==> src/pkg/adc_readout_defs.svh <==
// Constants for the serial result readout: frame layout, clamps and timing.
`ifndef ADC_READOUT_DEFS_SVH
`define ADC_READOUT_DEFS_SVH

`define FRAME_BITS     32
`define EOC_BIT        31
`define CHAN_BIT       30
`define SIGN_BIT       29
`define EXR_BIT        28
`define RES_BITS       28
`define LAST_FALL      6'd31
`define FULL_SCALE     32'sh0fffffff
`define CLAMP_HI       32'sh11ffffff
`define CLAMP_LO       32'shfe000000
`define SCK_DIV        8
`define SCK_HALF_M1    2'h3
`define SYS_CLK_MHZ    25
`define POR_TIME_US    500
`define POR_CNT_BITS   16
`define PIN_SYNC_RST   3'h3

`endif

==> src/pkg/adc_readout_pkg.sv <==
// Types shared by the serial result readout.
`default_nettype none

package adc_readout_pkg;

  typedef enum logic [1:0] {
    ST_POR,
    ST_CONVERT,
    ST_SLEEP,
    ST_OUTPUT
  } rd_state_e;

  typedef struct packed {
    rd_state_e   st;
    logic [15:0] por_cnt;
    logic        mode_int;
    logic [31:0] frame;
    logic [5:0]  bit_cnt;
    logic [1:0]  div_cnt;
    logic        cs_prev;
    logic        sck_prev;
    logic        sck_out;
    logic        sck_oe_n;
    logic        sdo;
    logic        sdo_oe_n;
    logic        conv_start;
  } rd_regs_s;

endpackage

`default_nettype wire

==> src/rd_pin_sync.sv <==
// Two-stage synchroniser for pin-level inputs.
`timescale 1ns/1ps
`default_nettype none

module rd_pin_sync #(
  parameter int               WIDTH     = 3,
  parameter logic [WIDTH-1:0] RESET_VAL = '1
) (
  input  wire logic             sys_clk, // System clock.
  input  wire logic             arst_n,  // Asynchronous reset, active low.
  input  wire logic [WIDTH-1:0] pin_in,  // Raw asynchronous levels.
  output logic      [WIDTH-1:0] pin_out  // Synchronised levels.
);

  typedef struct packed {
    logic [WIDTH-1:0] stage1;
    logic [WIDTH-1:0] stage2;
  } sync_s;

  sync_s r;
  sync_s next_r;

  initial begin
    if (WIDTH < 1) $error("rd_pin_sync: WIDTH must be at least 1");
  end

  always_comb begin
    next_r        = r;
    next_r.stage1 = pin_in;
    next_r.stage2 = r.stage1;
  end

  always_ff @(posedge sys_clk or negedge arst_n) begin
    if (!arst_n) begin
      // Each bit resets to the safe idle level of its pin.
      r <= '{stage1: RESET_VAL, stage2: RESET_VAL};
    end else begin
      r <= next_r;
    end
  end

  assign pin_out = r.stage2;

endmodule // rd_pin_sync

`default_nettype wire

==> src/adc_serial_result_readout.sv <==
// Serial result readout: power-on clear, 32-bit frame and three-wire output.
`timescale 1ns/1ps
`default_nettype none
`include "adc_readout_defs.svh"

module adc_serial_result_readout #(
  parameter int CHANNELS   = 2,
  parameter int POR_CYCLES = `POR_TIME_US * `SYS_CLK_MHZ
) (
  input  wire logic        sys_clk,      // Conversion clock, 25 MHz.
  input  wire logic        arst_n,       // Asynchronous reset, active low.
  input  wire logic        supply_ok,    // Supply above reset threshold, async.
  input  wire logic        conv_done,    // Conversion finished, one-cycle pulse.
  input  wire logic [31:0] conv_value,   // Signed result, full scale 2^28-1.
  input  wire logic        conv_channel, // Channel of the finished conversion.
  input  wire logic        cs_n,         // Chip select pin, active low.
  input  wire logic        sck_in,       // Serial clock pin level.
  output logic             sck_out,      // Serial clock drive level.
  output logic             sck_oe_n,     // Serial clock drive enable, active low.
  output logic             sdo,          // Serial data out level.
  output logic             sdo_oe_n,     // Serial data out enable, active low.
  output logic             conv_start,   // New conversion begins, one-cycle pulse.
  output logic             mode_int      // Internal serial clock mode selected.
);
  import adc_readout_pkg::*;

  rd_regs_s    r;
  rd_regs_s    next_r;
  logic  [2:0] pins_s;
  logic        sup_s;
  logic        cs_s;
  logic        sck_s;
  logic        cs_fall;
  logic        cs_rise;
  logic        sck_fall;
  logic [31:0] loaded;

  initial begin
    if (CHANNELS < 1 || CHANNELS > 2) $error("CHANNELS must be 1 or 2");
    if (POR_CYCLES < 1 || POR_CYCLES > 65535) $error("POR_CYCLES out of range");
  end

  // Supply resets low so nothing counts before the pin is seen.
  rd_pin_sync #(
    .WIDTH     (3),
    .RESET_VAL (`PIN_SYNC_RST)
  ) u_sync (
    .sys_clk (sys_clk),
    .arst_n  (arst_n),
    .pin_in  ({supply_ok, cs_n, sck_in}),
    .pin_out (pins_s)
  );

  assign sup_s = pins_s[2];
  assign cs_s  = pins_s[1];
  assign sck_s = pins_s[0];

  // Builds the frame from a finished conversion.
  function automatic logic [31:0] pack_frame(input logic [31:0] v, input logic ch);
    logic signed [31:0] sv;
    logic signed [31:0] clamped;
    logic               sgn;
    logic               range_exceeded_flag;
    sv = signed'(v);
    if (sv > `CLAMP_HI) clamped = `CLAMP_HI;
    else if (sv < `CLAMP_LO) clamped = `CLAMP_LO;
    else clamped = sv;
    sgn = (sv >= 32'sh0);
    range_exceeded_flag = (sv < 32'sh0) || (sv > `FULL_SCALE);
    pack_frame = {1'b0, (CHANNELS == 2) ? ch : 1'b0, sgn, range_exceeded_flag,
                  clamped[`RES_BITS-1:0]};
  endfunction

  assign loaded = pack_frame(conv_value, conv_channel);

  always_comb begin
    next_r            = r;
    next_r.conv_start = 1'b0;
    next_r.cs_prev    = cs_s;
    next_r.sck_prev   = sck_s;
    cs_fall           = r.cs_prev & ~cs_s;
    cs_rise           = ~r.cs_prev & cs_s;
    sck_fall          = 1'b0;
    if (cs_fall) next_r.mode_int = sck_s;
    case (r.st)
      ST_POR: begin
        if (r.por_cnt == 16'(POR_CYCLES - 1)) begin
          next_r.st         = ST_CONVERT;
          next_r.conv_start = 1'b1;
          next_r.mode_int   = sck_s;
        end else begin
          next_r.por_cnt = r.por_cnt + 16'h1;
        end
      end
      ST_CONVERT: begin
        if (conv_done) begin
          next_r.frame = loaded;
          next_r.st    = ST_SLEEP;
        end
      end
      ST_SLEEP: begin
        if (!cs_s) begin
          next_r.st      = ST_OUTPUT;
          next_r.bit_cnt = 6'h0;
          next_r.div_cnt = 2'h0;
          next_r.sck_out = ~next_r.mode_int;
        end
      end
      ST_OUTPUT: begin
        if (r.mode_int) begin
          next_r.div_cnt = r.div_cnt + 2'h1;
          if (r.div_cnt == `SCK_HALF_M1) begin
            next_r.sck_out = ~r.sck_out;
            sck_fall       = r.sck_out;
          end
        end else begin
          sck_fall = r.sck_prev & ~sck_s & ~cs_s;
        end
        if (cs_rise) begin
          next_r.st         = ST_CONVERT;
          next_r.conv_start = 1'b1;
          next_r.sck_out    = 1'b1;
        end else if (sck_fall) begin
          if (r.bit_cnt == `LAST_FALL) begin
            next_r.st         = ST_CONVERT;
            next_r.conv_start = 1'b1;
            next_r.sck_out    = 1'b1;
          end else begin
            next_r.frame   = {r.frame[`FRAME_BITS-2:0], 1'b0};
            next_r.bit_cnt = r.bit_cnt + 6'h1;
          end
        end
      end
      default: next_r.st = ST_POR;
    endcase
    if (!sup_s) begin
      next_r          = '0;
      next_r.st       = ST_POR;
      next_r.cs_prev  = cs_s;
      next_r.sck_prev = sck_s;
      next_r.sck_out  = 1'b1;
    end
    next_r.sck_oe_n = ~(next_r.mode_int & (next_r.st == ST_OUTPUT) & ~cs_s);
    next_r.sdo_oe_n = cs_s | (next_r.st == ST_POR);
    next_r.sdo = (next_r.st == ST_OUTPUT) ? next_r.frame[`EOC_BIT]
                                           : (next_r.st != ST_SLEEP);
  end

  always_ff @(posedge sys_clk or negedge arst_n) begin
    if (!arst_n) begin
      r          <= '0;
      r.st       <= ST_POR;
      r.cs_prev  <= 1'b1;
      r.sck_prev <= 1'b1;
      r.sck_out  <= 1'b1;
      r.sck_oe_n <= 1'b1;
      r.sdo      <= 1'b1;
      r.sdo_oe_n <= 1'b1;
    end else begin
      r <= next_r;
    end
  end

  assign sck_out    = r.sck_out;
  assign sck_oe_n   = r.sck_oe_n;
  assign sdo        = r.sdo;
  assign sdo_oe_n   = r.sdo_oe_n;
  assign conv_start = r.conv_start;
  assign mode_int   = r.mode_int;
endmodule // adc_serial_result_readout

`default_nettype wire

==> config.mk <==
export PLATFORM = sky130hd
export DESIGN_NAME = adc_serial_result_readout
export DESIGN_NICKNAME = d
export VERILOG_FILES = /design/src/pkg/adc_readout_pkg.sv /design/src/rd_pin_sync.sv /design/src/adc_serial_result_readout.sv
export VERILOG_INCLUDE_DIRS = /design/src /design/src/pkg
export SDC_FILE = /design/constraint.sdc
export NUM_CORES = 1
export LEC_CHECK = 0
export BUFFER_PORTS_ARGS = -buffer_cell sky130_fd_sc_hd__buf_4
export CAP_MARGIN = 20
export CORE_UTILIZATION = 50
export CTS_BUF_LIST = sky130_fd_sc_hd__clkbuf_8
export CTS_CLUSTER_DIAMETER = 40
export DETAILED_ROUTE_END_ITERATION = 10
export PLACE_DENSITY = 0.78
export RECOVER_POWER = 100
export SLEW_MARGIN = 20
export SYNTH_ARGS = -nofsm -noshare
export SYNTH_HDL_FRONTEND = slang
export SYNTH_HIERARCHICAL = 1
export SYNTH_SLANG_ARGS = --single-unit
==> constraint.sdc <==
create_clock -name sys_clk -period 2.6 [get_ports sys_clk]
set_clock_uncertainty 0.05 [all_clocks]
set_input_delay 0.65 -clock sys_clk [delete_from_list [all_inputs] [get_ports sys_clk]]
set_output_delay 0.65 -clock sys_clk [all_outputs]
set_load 0.02 [all_outputs]
==> summary.txt <==
Placed design
  – GP Congestion: just under 0.9
  – Post-place instance area: between 0.004 and 0.005 mm^2
  – Inst Count DP: about 500
  – Buffers on Ports: 44
  – Final HPWL DP: between 5000 and 6000 um

Detailed routing
  – Wire per inst: 15.8 um
  – Via count: approximately 3000
  – DRT iter0 DRCs: ~250
  – Routed Antenna Nets: 0
  – Number of remaining DRC errors: 0
  – Final wirelength: 8070 um
  – Via-to-Cell Ratio: 5.82
  – Drt first pass iters: 4

Power
  – Leakage: 1.90 nW
  – VDD IR-drop max: roughly 270 uV
  – Combinational share of power: 6.8%
  – Clock Power Share: about two fifths
  – Switching Power: about 0.53 mW
  – Pwr Total: 2.20 mW
  – PwrDens: approximately 510 mW/mm^2
  – Sw frac: about a quarter
  – Pint: around 1.7 mW
  – Sequential share of power: 52.3%

Clock tree
  – Clk sinks: between 70 and 80
  – Hold Buf Count CTS: 0
  – Root Driver: clkbuf_8
  – Cts repair resizes: 0
  – H-tree depth: 3
  – Post-CTS Setup Bufs: 0
  – Worst-path clk slew: around 70 ps
  – CTS tree: done
  – Clk buf depth: 2
  – Cts bufs inserted: 9
  – Skew-Pair Late Insertion Delay: between 300 and 400 ps

Final layout
  – Commonest non-fill, non-tap cells in the layout: dfrtp_1 (62), nor2_1 (51), buf_4 (39)
  – ANT cells: 0
  – Synth-to-Final Area Change: 15.1%
  – Layout cells sized above 1: roughly 18%
  – Final nets: 456
  – Area of the multi-input gates: 0.00175 mm^2
  – Register area: 0.00181 mm^2
  – Fillers: approximately 650
  – Cell area after layout: around 0.0043 mm^2
  – Commonest non-fill, non-tap cell in the layout: dfrtp_1
  – Non-filler instance count after layout: 512

GRT
  – Global route overflow: 0
  – Largest net degree at the start of global routing: 44
  – First-pass GRT wire length: about 14000 um
  – Initial antenna violation count: 0
  – GRT Overall Usage: 22.8%
  – Vias in the first global route: between 2000 and 3000

Logic synthesis
  – Async set-or-reset flop fraction in the synthesized netlist: between 90% and 100%
  – Cell taking the most area after synthesis: dfrtp_1
  – Post-Syn Instances: 364
  – Synth warn: 6
  – Yosys top cell area share: between 40% and 50%
  – Count of cell types in the netlist: 54
  – Post-synth EDFFs: 0
  – Share of the yosys chip area belonging to registers: 48.6%
  – Syn_nets: approximately 410
  – Largest cells by area after synthesis: dfrtp_1 (42%), a22o_1 (7.0%), dfstp_2 (7.0%)
  – Syn_area_per_cell: 10.2 um^2
  – Synthesized area: roughly 0.0037 mm^2
  – Most used flip-flop cell after synthesis: dfrtp_1
  – Number of synthesized register bits: slightly above 70

STA
  – Fin crit share: approximately 90%
  – Setup TNS: 0 ps
  – Relative slew slack: between 30% and 40%
  – Worst slew pin tran: ~1000 ps
  – Fmax: 0.428 GHz
  – Final hold viol count: 0
  – RSZ-0062 raised after global routing: false
  – Final setup violation count: 0
  – Fin crit period: ~2300 ps
  – Final Slew Violations: 0

Run
  – Max_cap viols: 0

Floorplan
  – # IOs: 45
  – Initial Utilization: about half
  – Core footprint: between 0.007 and 0.008 mm^2
  – Die area: around 0.0078 mm^2
  – Die Ht: around 88 um
  – # rows: 31
  – Die Width: 88.4 um

Worst setup path
  – Critical path type: reg -> reg
  – Worst path bufs/invs: 1
  – Critical path arrival: around 2600 ps
  – Crit Reg-Reg Startpoint: u_sync/pin_out[1]
  – Worst path max stage delay: roughly 630 ps
  – Critical Path Source Type: flip-flop
  – Cell Chain, Critical Path: or4b_1 > o211a_1 > nor3_4 > clkbuf_4 > o2bb2ai_1 > a22o_1
  – CP max-delay cell: or4b_1
  – Max FO, Critical Path: 30
  – Crit path max-delay family: simple AND/OR/NAND/NOR gates
  – CP required: 2830 ps
  – Crit. End Element: flip-flop
  – CP Launch Point: u_sync/pin_out[1]

Status
  – Status: completed

Worst hold path
  – Hold crit path type: reg -> reg
  – Hold_sp: u_sync/next_r[0]
==> worst register-to-register path, cell delays in order (launching register included) <==
cell and delay (ps):
dfstp_1 460, or4b_1 640, o211a_1 240, nor3_4 190
clkbuf_4 390, o2bb2ai_1 170, a22o_1 140
==> synth_stat cells (2+ instances only) <==
cell,instances
a211oi_1,3
xnor2_1,4
o31ai_1,2
clkbuf_1,13
nor2_1,51
nand4_1,9
o2bb2ai_1,29
ha_1,9
buf_2,2
and3_1,2
nand2_1,15
dfrtp_1,62
a22o_1,30
mux2i_1,2
o21ai_0,17
buf_4,2
a31oi_1,2
or3_1,3
nor3_1,7
dfstp_2,10
nand3_1,17
and4_1,3
clkbuf_4,2
inv_1,11
and2_1,3
xor2_1,10
nand2b_1,4
a21o_1,2
a32o_1,2
a21oi_1,12
==> layer usage <==
layer | part of all wire (%) | up-vias | global-route usage [%]
met5 | 0 | - | 0
met4 | 1.5 | 0 | 9.38
met2 | 45 | 84 | 35.0
met3 | 4.7 | 12 | 4.20
met1 | 49 | 1448 | 32.0
li1 | - | 1434 | -
==> power by group through the flow <==
stage | Combinational (mW) | Clock, mW | Sequential, mW
5_1_grt | 0.168 | 0.969 | 1.15
2_1_floorplan | 0.0639 | 0 | 1.17
3_5_place_dp | 0.155 | 0 | 1.17
6_report | 0.149 | 0.899 | 1.15
3_3_place_gp | 0.153 | 0 | 1.17
4_1_cts | 0.156 | 0.918 | 1.15
==> final timing paths <==
check | end | slack [ps] | cells after the start
hold reg to reg | u_sync/pin_out[0] | 310 | 0
min in group asynchronous | r[58] | 420 | 1
hold / removal | u_sync/pin_out[0] | 310 | 0
setup / recovery | r[42] | 260 | 6
setup reg to reg | r[42] | 260 | 6
max in group asynchronous | r[11] | 840 | 2
==> area by class of cell <==
cell class / count / share of cell area [%]
Clock buffer: 10 / 3.21
Inverter: 11 / 0.962
Sequential cell: 72 / 42.2
Clock inverter: 6 / 1.57
Multi-Input combinational cell: 261 / 40.7
Tap cell: 99 / 2.88
Timing Repair Buffer: 53 / 8.42
==> through the flow <==
step                      worst slack, ps  utilization, %  hold slack, ps
after floorplan                       546               -             281
after global placement                445            57.6             293
after detailed placement              327            57.6             293
after CTS                             330            60.5             237
after global routing                  127            59.5             316
final                                 261            59.5             312
==> logic make-up after synthesis <==
family	Yosys count	synth area share, %
compound gates	110	23.0
xor+xnor	14	3.29
flops	72	48.6
buf+inv	31	3.79
mux	2	0.537
simple gates	126	17.7
fa+ha+maj	9	3.02
==> flip-flops by register name (all words and copies together) (netlist names) <==
name	flops
u_sync/pin_out	3
sdo_oe_n	1
sck_out	1
sck_oe_n	1
r	60
u_sync/next_r	3
sdo	1
mode_int	1
conv_start	1
Note: power is estimated with default switching activity, not from simulation.
